**config.mk**
```make
export PLATFORM = sky130hd
export DESIGN_NAME = issr_top
export DESIGN_NICKNAME = d
export VERILOG_FILES = /design/src/issr_pkg.sv /design/src/issr_sync.sv /design/src/issr_top.sv
export SDC_FILE = /design/constraint.sdc
export NUM_CORES = 2
export LEC_CHECK = 0
export ABC_AREA = 1
export BUFFER_PORTS_ARGS = -buffer_cell sky130_fd_sc_hd__buf_4
export CORE_MARGIN = 1.5
export CORE_UTILIZATION = 50
export DETAILED_ROUTE_END_ITERATION = 6
export PLACE_DENSITY = 0.66
export SETUP_SLACK_MARGIN = 0.4
export SYNTH_ARGS = -nofsm -noshare
export SYNTH_HDL_FRONTEND = slang
export SYNTH_SLANG_ARGS = --single-unit
```
**constraint.sdc**
```tcl
create_clock -name CLK_SYS -period 6.3 [get_ports CLK_SYS]
set_clock_uncertainty 0.15 [all_clocks]
set_input_delay 0.945 -clock CLK_SYS [delete_from_list [all_inputs] [get_ports CLK_SYS]]
set_output_delay 0.945 -clock CLK_SYS [all_outputs]
set_load 0.03 [all_outputs]
```
**src/issr_pkg.sv**
```systemverilog
// Purpose: shared constants for the inertial sensor serial slave port
// Assumes: system clock of 20 MHz
// Notes: byte map is 128 bytes; word registers sit at even byte addresses
package issr_pkg;

   // ----------------------------------------------------------------
   // Clock and sample timing
   // ----------------------------------------------------------------
   localparam int CLK_HZ = 20000000;           // System clock rate
   localparam int SAMPLE_RATE_MILLI = 819200;  // Default rate, 819.2 SPS in milli-SPS
   // Sample period in cycles, rounded down (shortest time)
   localparam int SAMPLE_CYCLES = int'((64'(CLK_HZ) * 64'd1000) / 64'(SAMPLE_RATE_MILLI));
   localparam int SAMPLE_CNT_W = 16;           // Counter width for the sample period

   // ----------------------------------------------------------------
   // Frame layout
   // ----------------------------------------------------------------
   localparam int FRAME_BITS = 16;             // Bits per serial frame
   localparam int BIT_CNT_W = 5;               // Bit counter width
   localparam int ADDR_W = 7;                  // Byte address width
   localparam int BYTE_COUNT = 128;            // Bytes in the map
   localparam int RW_BIT = 15;                 // Direction flag position
   localparam int ADDR_MSB = 14;               // Address field top bit
   localparam int ADDR_LSB = 8;                // Address field bottom bit
   localparam int DATA_MSB = 7;                // Write byte top bit
   localparam logic [BIT_CNT_W-1:0] LAST_BIT = 5'h0f; // Index of final bit

   // ----------------------------------------------------------------
   // Output word addresses (low byte)
   // ----------------------------------------------------------------
   localparam int NUM_OUT = 11;                // Output words refreshed per sample
   localparam logic [ADDR_W-1:0] OUT_BASE = 7'h02; // First output word
   localparam logic [15:0] SAMPLE_RST = 16'h0000;  // Sample counter reset value
   localparam logic [15:0] DATA_READY_PULSE = 16'h0001; // Pulse width in cycles

   // ----------------------------------------------------------------
   // Wishbone register map
   // ----------------------------------------------------------------
   localparam logic [3:0] WB_STATUS = 4'h0;    // Sticky event bits, write one to clear
   localparam logic [3:0] WB_MASK = 4'h4;      // Interrupt mask
   localparam logic [3:0] WB_CTRL = 4'h8;      // Control: bit0 sampling enable
   localparam logic [3:0] WB_COUNT = 4'hc;     // Sample counter, read only
   localparam logic [2:0] EV_SAMPLE = 3'h0;    // Status: sample done
   localparam logic [2:0] EV_READ = 3'h1;      // Status: read command taken
   localparam logic [2:0] EV_WRITE = 3'h2;     // Status: write frame taken
   localparam int NUM_EV = 3;                  // Number of events
   localparam logic [31:0] CTRL_RST = 32'h0000_0001; // Sampling on at reset

   // ----------------------------------------------------------------
   // Serial engine states
   // ----------------------------------------------------------------
   typedef enum logic [1:0]
   {
      ISSR_IDLE = 2'b01,   // Chip select high
      ISSR_SHIFT = 2'b10   // Inside a frame
   } issr_state_type;

endpackage

```
**src/issr_sync.sv**
```systemverilog
// Purpose: two-flop synchroniser for pins entering the system clock
// Assumes: input is asynchronous to CLK_SYS
// Notes: first stage feeds only the second
`timescale 1ns/10ps
module issr_sync
   import issr_pkg::*;
#(
   parameter logic INIT = 1'b1
)
(
   input wire logic clk,
   input wire logic rst,
   input wire logic din,
   output logic dout
);

   logic meta_q; // First stage, read only by dout

   // ----------------------------------------------------------------
   // Two stages
   // ----------------------------------------------------------------
   // Both stages reset to the idle level of the pin
   always_ff @(posedge clk)
   begin
      if (rst)
      begin
         meta_q <= INIT;
         dout <= INIT;
      end
      else
      begin
         meta_q <= din;
         dout <= meta_q;
      end
   end

endmodule

```
**src/issr_top.sv**
```systemverilog
// Purpose: serial slave port of an autonomous inertial sensor
// Assumes: SCLK far slower than CLK_SYS (at least four system cycles per half)
// Notes: Wishbone classic slave for status, mask, control and count
`timescale 1ns/10ps
module issr_top
   import issr_pkg::*;
(
   input wire logic CLK_SYS,
   input wire logic RESET,
   input wire logic SCLK,
   input wire logic CS_N,
   input wire logic SDI,
   output logic SDO,
   output logic SAMPLE_READY_PULSE_PIN,
   output logic IRQ,
   input wire logic WB_CYC_I,
   input wire logic WB_STB_I,
   input wire logic WB_WE_I,
   input wire logic [3:0] WB_ADR_I,
   input wire logic [3:0] WB_SEL_I,
   input wire logic [31:0] WB_DAT_I,
   output logic [31:0] WB_DAT_O,
   output logic WB_ACK_O
);

   // ----------------------------------------------------------------
   // Pin synchronisers
   // ----------------------------------------------------------------
   logic sclk_s; // Synchronised serial clock
   logic cs_n_s; // Synchronised chip select
   logic sdi_s;  // Synchronised serial input

   issr_sync #(.INIT(1'b1)) u_sync_sclk (.clk(CLK_SYS), .rst(RESET), .din(SCLK), .dout(sclk_s));
   issr_sync #(.INIT(1'b1)) u_sync_cs (.clk(CLK_SYS), .rst(RESET), .din(CS_N), .dout(cs_n_s));
   issr_sync #(.INIT(1'b0)) u_sync_sdi (.clk(CLK_SYS), .rst(RESET), .din(SDI), .dout(sdi_s));

   // ----------------------------------------------------------------
   // Edge detection on the serial clock
   // ----------------------------------------------------------------
   logic sclk_prev_q; // Last synchronised clock level
   logic sclk_rise;   // Rising edge seen
   logic sclk_fall;   // Falling edge seen

   // Idle high in mode 3, so reset to one to avoid a false edge
   always_ff @(posedge CLK_SYS)
   begin
      if (RESET)
         sclk_prev_q <= 1'b1;
      else
         sclk_prev_q <= sclk_s;
   end

   assign sclk_rise = sclk_s & ~sclk_prev_q;
   assign sclk_fall = ~sclk_s & sclk_prev_q;

   // ----------------------------------------------------------------
   // Byte map and sample generation
   // ----------------------------------------------------------------
   logic [7:0] mem_q [BYTE_COUNT];        // Register bytes
   logic [SAMPLE_CNT_W-1:0] tick_cnt_q;   // Sample period counter
   logic [15:0] sample_num_q;             // Running sample count, seeds output data
   logic sample_done;                     // One-cycle sample end
   logic sample_en;                       // Sampling enable from control
   logic wr_fire;                         // Serial write frame finished
   logic [ADDR_W-1:0] wr_addr;            // Serial write byte address
   logic [7:0] wr_byte;                   // Serial write byte

   assign sample_done = sample_en &&
      (tick_cnt_q == SAMPLE_CNT_W'(SAMPLE_CYCLES - 1));

   // Period counter runs while sampling is enabled, which it is from reset; no command needed to start
   always_ff @(posedge CLK_SYS)
   begin
      if (RESET)
         tick_cnt_q <= '0;
      else if (sample_done || !sample_en)
         tick_cnt_q <= '0;
      else
         tick_cnt_q <= tick_cnt_q + 1'b1;
   end

   // Sample counter, visible over the bus
   always_ff @(posedge CLK_SYS)
   begin
      if (RESET)
         sample_num_q <= SAMPLE_RST;
      else if (sample_done)
         sample_num_q <= sample_num_q + 1'b1;
   end

   // Output words are refreshed each sample; the rest hold written bytes.
   // Output words carry the sample count plus their index as stand-in data.
   genvar gi;
   generate
      for (gi = 0; gi < BYTE_COUNT; gi++)
      begin : g_mem
         localparam int WORD = gi / 2;
         localparam bit IS_OUT = (gi >= int'(OUT_BASE)) &&
            (gi < int'(OUT_BASE) + 2 * NUM_OUT);
         always_ff @(posedge CLK_SYS)
         begin
            if (RESET)
               mem_q[gi] <= 8'h00;
            else if (IS_OUT && sample_done)
            begin
               // Refresh at sample end, on the same edge that raises the ready pulse
               if (gi % 2 == 0)
                  mem_q[gi] <= 8'(sample_num_q + 16'(WORD));
               else
                  mem_q[gi] <= 8'((sample_num_q + 16'(WORD)) >> 8);
            end
            else if (wr_fire && wr_addr == ADDR_W'(gi))
               mem_q[gi] <= wr_byte;
         end
      end
   endgenerate

   // Ready pulse rises on the same edge as the refresh
   always_ff @(posedge CLK_SYS)
   begin
      if (RESET)
         SAMPLE_READY_PULSE_PIN <= 1'b0;
      else
         SAMPLE_READY_PULSE_PIN <= sample_done;
   end

   // ----------------------------------------------------------------
   // Serial frame engine
   // ----------------------------------------------------------------
   issr_state_type state_q;              // Engine state
   logic [BIT_CNT_W-1:0] bit_cnt_q;      // Bits taken this frame
   logic [FRAME_BITS-1:0] rx_q;          // Incoming frame
   logic [FRAME_BITS-1:0] tx_q;          // Outgoing word
   logic [FRAME_BITS-1:0] rx_full;       // Frame with last bit merged
   logic frame_end;                      // Sixteenth rising edge
   logic rd_fire;                        // Read command finished
   logic [ADDR_W-1:0] rd_base;           // Even byte address of read word

   assign rx_full = {rx_q[FRAME_BITS-2:0], sdi_s};
   assign frame_end = (state_q == ISSR_SHIFT) && sclk_rise && (bit_cnt_q == LAST_BIT);
   assign wr_fire = frame_end && rx_full[RW_BIT];
   assign rd_fire = frame_end && !rx_full[RW_BIT];
   assign wr_addr = rx_full[ADDR_MSB:ADDR_LSB];
   assign wr_byte = rx_full[DATA_MSB:0];
   // Either byte address reaches the same word
   assign rd_base = {rx_full[ADDR_MSB:ADDR_LSB+1], 1'b0};

   // Frame state follows chip select only
   always_ff @(posedge CLK_SYS)
   begin
      if (RESET)
         state_q <= ISSR_IDLE;
      else
      begin
         case (state_q)
            ISSR_IDLE:
               if (!cs_n_s)
                  state_q <= ISSR_SHIFT;
            ISSR_SHIFT:
               if (cs_n_s)
                  state_q <= ISSR_IDLE;
            default:
               state_q <= ISSR_IDLE;
         endcase
      end
   end

   // Bit counter; cleared while deselected, wraps for back-to-back frames
   always_ff @(posedge CLK_SYS)
   begin
      if (RESET)
         bit_cnt_q <= '0;
      else if (state_q != ISSR_SHIFT || cs_n_s)
         bit_cnt_q <= '0;
      else if (frame_end)
         bit_cnt_q <= '0;
      else if (sclk_rise)
         bit_cnt_q <= bit_cnt_q + 1'b1;
   end

   // Input shift on rising edges, MSB first
   always_ff @(posedge CLK_SYS)
   begin
      if (RESET)
         rx_q <= '0;
      else if (state_q == ISSR_SHIFT && !cs_n_s && sclk_rise)
         rx_q <= rx_full;
   end

   // Output word: loaded at read command end, shifted on falling edges.
   // The load lands before the next falling edge, so bit 15 leads the
   // next frame while that frame carries the next command.
   always_ff @(posedge CLK_SYS)
   begin
      if (RESET)
         tx_q <= '0;
      else if (rd_fire)
         tx_q <= {mem_q[rd_base + 1'b1], mem_q[rd_base]};
      else if (wr_fire)
         tx_q <= '0;
      else if (state_q == ISSR_SHIFT && !cs_n_s && sclk_fall && bit_cnt_q != '0)
         tx_q <= {tx_q[FRAME_BITS-2:0], 1'b0};
   end

   // First falling edge of a frame presents bit 15; later ones advance
   always_ff @(posedge CLK_SYS)
   begin
      if (RESET)
         SDO <= 1'b0;
      else if (state_q == ISSR_SHIFT && !cs_n_s && sclk_fall)
      begin
         if (bit_cnt_q == '0)
            SDO <= tx_q[FRAME_BITS-1];
         else
            SDO <= tx_q[FRAME_BITS-2];
      end
   end

   // ----------------------------------------------------------------
   // Events and interrupt
   // ----------------------------------------------------------------
   logic [NUM_EV-1:0] status_q;  // Sticky events
   logic [NUM_EV-1:0] mask_q;    // Interrupt enables
   logic [31:0] ctrl_q;          // Control word
   logic [NUM_EV-1:0] ev_set;    // Events this cycle
   logic wb_req;                 // New bus request
   logic wb_wr;                  // Write taken this cycle

   assign sample_en = ctrl_q[0];
   assign ev_set = {wr_fire, rd_fire, sample_done};
   assign wb_req = WB_CYC_I && WB_STB_I && !WB_ACK_O;
   assign wb_wr = wb_req && WB_WE_I && WB_SEL_I[0];

   // Set wins over a simultaneous write-one-to-clear
   always_ff @(posedge CLK_SYS)
   begin
      if (RESET)
         status_q <= '0;
      else if (wb_wr && WB_ADR_I == WB_STATUS)
         status_q <= (status_q & ~WB_DAT_I[NUM_EV-1:0]) | ev_set;
      else
         status_q <= status_q | ev_set;
   end

   // Mask and control registers
   always_ff @(posedge CLK_SYS)
   begin
      if (RESET)
      begin
         mask_q <= '0;
         ctrl_q <= CTRL_RST;
      end
      else if (wb_wr && WB_ADR_I == WB_MASK)
         mask_q <= WB_DAT_I[NUM_EV-1:0];
      else if (wb_wr && WB_ADR_I == WB_CTRL)
         ctrl_q <= {31'h0000_0000, WB_DAT_I[0]};
   end

   // Level interrupt, registered
   always_ff @(posedge CLK_SYS)
   begin
      if (RESET)
         IRQ <= 1'b0;
      else
         IRQ <= |(status_q & mask_q);
   end

   // ----------------------------------------------------------------
   // Wishbone slave: one-cycle ack, unmapped reads return zero
   // ----------------------------------------------------------------
   always_ff @(posedge CLK_SYS)
   begin
      if (RESET)
      begin
         WB_ACK_O <= 1'b0;
         WB_DAT_O <= '0;
      end
      else
      begin
         WB_ACK_O <= wb_req;
         if (!wb_req)
            WB_DAT_O <= '0;
         else if (WB_ADR_I == WB_STATUS)
            WB_DAT_O <= 32'(status_q);
         else if (WB_ADR_I == WB_MASK)
            WB_DAT_O <= 32'(mask_q);
         else if (WB_ADR_I == WB_CTRL)
            WB_DAT_O <= ctrl_q;
         else if (WB_ADR_I == WB_COUNT)
            WB_DAT_O <= 32'(sample_num_q);
         else
            WB_DAT_O <= '0;
      end
   end

endmodule

```
==> summary.txt <==
Power
  – Peak supply drop: 268 uV
  – Sw Ratio: 21.1%
  – P per Cell Area: ~270 mW/mm2
  – Sequential power share: between 50% and 60%
  – Combinational share of power: 2.8%
  – P_int: 12.8 mW
  – Clock power share: 44.1%
  – P_sw: 3.42 mW
  – Cell leakage power: 20.1 nW

Layout
  – Post-layout util: 54.8%
  – Fill cells: 9584
  – Area Overhead vs Synth: 8.67%
  – Cell Count, Final, Fillers Out: about 7.2k
  – Reg area: 0.0330 mm2
  – Multi-input gate area: 0.0190 mm2
  – Share of cells above drive strength 1: around a tenth
  – Layout Nets: 5740
  – Fin area: 0.0595 mm2

STA
  – Setup TNS: 0 ns
  – Max-slew violations: 0
  – Fin crit period: 4.66 ns
  – RSZ-0062 raised after global routing: no
  – Setup WS post-layout: 1.64 ns
  – Final worst path period share: 73.9%
  – Highest Clock Rate: between 200 and 250 MHz
  – Fin. Hold Viols: 0
  – Finish-stage setup viols: 0
  – Headroom to the max-slew limit: 7.93%
  – Worst slew pin tran: 1.37 ns

Logic synthesis
  – Post-synthesis mux area share: 0%
  – Synthesized instance count: ~5.9k
  – Synth Flop Type: edfxtp_1
  – XOR/XNOR share of the synthesized area: roughly 1.0%
  – Post-Synth Simple-Gate Area: between 20% and 30%
  – Synthesis warning total: 0
  – Count of flip-flops with a built-in enable after synthesis: between 1k and 1.5k
  – Synth Area per Inst: 9.34 um2
  – Synth Area in Adders: 0.411%
  – Compound-cell area share of the yosys netlist: 8.20%
  – Sequential cell area fraction in the yosys report: between 60 and 70%
  – Async SR Flop Fraction: 0%
  – Area of the mapped netlist: 0.0548 mm2
  – Unique masters post-synth: 43
  – Largest family of logic cells by synthesized area: simple AND/OR/NAND/NOR gates
  – #FFs+latches synth: 1134

Detailed routing
  – DR WL/cell: between 20 and 25 um
  – Drt initial violations: roughly 5.9k
  – Vias: 43.0k
  – Avg Vias per Cell: 5.98
  – Wirelength, routed: 166000 um
  – ANT nets after route: 0
  – DRC Markers: 0
  – TritonRoute pass-1 iters: 7

Clocking
  – Clk sinks: 1134
  – H-tree Lvls: 3
  – Clk buf depth: 3
  – Worst-path clk slew: approximately 0.060 ns
  – Post_cts resized: 0
  – Root Buffer: clkbuf_16
  – Worst skew pair latency: 0.72 ns
  – Total setup buffers inserted after CTS: 0
  – # hold bufs at CTS: 0
  – Total CTS buffers: 116
  – CTS tree: done

Floorplan
  – Die Area: roughly 0.11 mm2
  – Starting density of the core: just over 50%
  – Core Box Area: 0.109 mm2
  – Ports: 84
  – Die Span Y: 334 um
  – Rows: 121
  – Chip width: ~330 um

GRT
  – First-pass GRT wire length: roughly 250000 um
  – GRT Util Overall: ~29%
  – Gr busiest metal: met2
  – Initial antenna violation count: 3
  – Met2 Use GR: 45.3%
  – Number of global-route vias before repair: between 40k and 50k
  – Met3 Usage GRT: 5.71%
  – Largest net degree at the start of global routing: between 100 and 150
  – GR Overflow Total: 0
  – GRT met1 Usage: 40.3%

Worst setup path
  – Crit-path cells: ha_1 > inv_1 > nor3_1 > ha_1 > nand3_1 > nor2_2 > inv_2 > nor2_4 > buf_4 > inv_1 > o21ai_0
  – Worst EP required: about 6.4 ns
  – Startpoint types: register
  – Crit path buffers/inverters: 4
  – Arrival time worst endpoint: 4.80 ns
  – CP Class: reg -> reg
  – Worst path top cell family by delay: buffers and inverters
  – CP max stage cell: o21ai_0
  – Worst path max stage delay: 1.12 ns
  – Crit. Startpoint: bit_cnt_q[0]$_SDFFE_PP0N_
  – R2R Path Start: bit_cnt_q[0]$_SDFFE_PP0N_
  – Crit path capture type: register
  – CP Max Fanout: 15

Placement
  – Port bufs: 35
  – DP Area: 0.0556 mm2
  – DP Wirelength: 104000 um
  – Setup WS pre-CTS: 1.80 ns
  – Placer's final routability congestion estimate: 0.949
  – Placed instance count: 6970

Min path
  – Hold Startpoint: u_sync_cs.meta_q$_SDFF_PP1_
  – Worst hold-check path type: reg -> reg

Job
  – Max_cap viols: 0

Status
  – Status: finished, final reports clean
[cell families (layout without fill, tap and decap cells)]
kind of cell,Yosys count,in the layout
buffers and inverters,698,590
other,1,17
XOR/XNOR,65,65
AO/OA/AOI/OAI,803,803
flip-flops,1134,1134
AND/OR/NAND/NOR,3146,3146
adder cells (fa/ha/maj),18,18
[sequential cells by signal, summed over array words and instances, names as in the netlist, named ones only]
name and flops:
WB_ACK_O 1, u_sync_sclk.meta_q 1, SAMPLE_READY_PULSE_PIN 1, u_sync_cs.dout 1, IRQ 1, u_sync_cs.meta_q 1
mem_q 1024, bit_cnt_q 5, ctrl_q 1, u_sync_sdi.dout 1, status_q 3, rx_q 15
sclk_prev_q 1, tx_q 16, state_q 2, tick_cnt_q 16, mask_q 3, u_sync_sdi.meta_q 1
SDO 1, sample_num_q 16, u_sync_sclk.dout 1, WB_DAT_O 16
[cells in the final DEF (no fill, tap or decap), types with 14 or more instances in the layout]
master	count
nor2_1	1302
nand2_1	1049
edfxtp_1	1024
nand3_1	561
o21ai_0	446
inv_1	209
o211ai_1	121
clkbuf_16	120
dfxtp_1	106
buf_4	102
o22ai_1	93
nand3_2	84
a21oi_1	65
xor2_1	63
or2_2	63
o21ai_1	62
inv_2	46
clkinv_1	23
clkbuf_1	21
clkinv_2	21
nor2_4	20
ha_1	18
nand4_1	16
conb_1	16
bufinv_16	14
[worst reg2reg max path, delay by kind of cell, from the launching register on]
| family | cells | cell delay [ns] |
|---|---|---|
| buf+inv | 4 | 1.26 |
| simple gates | 4 | 0.93 |
| flops | 1 | 0.38 |
| compound gates | 1 | 1.13 |
| fa+ha+maj | 2 | 0.36 |
[per-stage QoR]
step / total power [mW] / hold WS, ns
floorplan: 9.04 / 0.238
CTS: 16.2 / 0.222
detailed placement: 9.20 / 0.244
finish: 16.2 / 0.256
global placement: 9.18 / 0.242
global route: 16.6 / 0.260
[power groups by stage]
stage / clock network (mW) / logic, mW / registers [mW]
floorplan: 0 / 0.314 / 8.72
global placement: 0 / 0.442 / 8.74
detailed placement: 0 / 0.452 / 8.75
CTS: 7.16 / 0.454 / 8.59
global route: 7.43 / 0.502 / 8.62
finish: 7.13 / 0.460 / 8.59
[path summary, 6_finish.rpt]
check	end	slack [ns]	cells after the start
max	mem_q[36][5]$_SDFFCE_PN0P_	1.64	11
min	u_sync_cs.dout$_SDFF_PP1_	0.26	1
max reg2reg	mem_q[36][5]$_SDFFCE_PN0P_	1.64	11
min reg2reg	u_sync_cs.dout$_SDFF_PP1_	0.26	1
[cell usage after synthesis, drive strengths merged (4+ instances only)]
cell type / n / area (um2)
a21oi: 65 / 325
buf: 163 / 883
clkbuf: 264 / 991
dfxtp: 110 / 2200
edfxtp: 1024 / 30700
ha: 18 / 225
inv: 268 / 1010
nand2: 1057 / 3990
nand3: 652 / 3770
nand4: 16 / 100
nor2: 1336 / 5260
nor3: 14 / 75.1
nor4: 4 / 25.0
o211ai: 121 / 908
o21ai: 508 / 2540
o221ai: 4 / 35.0
o22ai: 93 / 582
o311ai: 4 / 35.0
or2: 63 / 394
xor2: 63 / 552
[area by class of cell]
type / count / area share [%]
timing repair buffer: 103 / 1.32
inverter: 271 / 1.81
sequential: 1134 / 55.4
clock inverter: 66 / 1.20
tap: 1414 / 2.97
clock buffer: 150 / 5.39
multi-input combinational: 4048 / 31.9
antenna: 1 / 0.00420
[metal layers]
metal	up-vias	wire length (um)	part of all wire, %
met3	412	18100	11
met4	4	7450	4.5
met2	2416	74900	45
met5	-	27	0.016
li1	19528	-	-
met1	20638	65500	39
(Power assumes the default switching activity.)
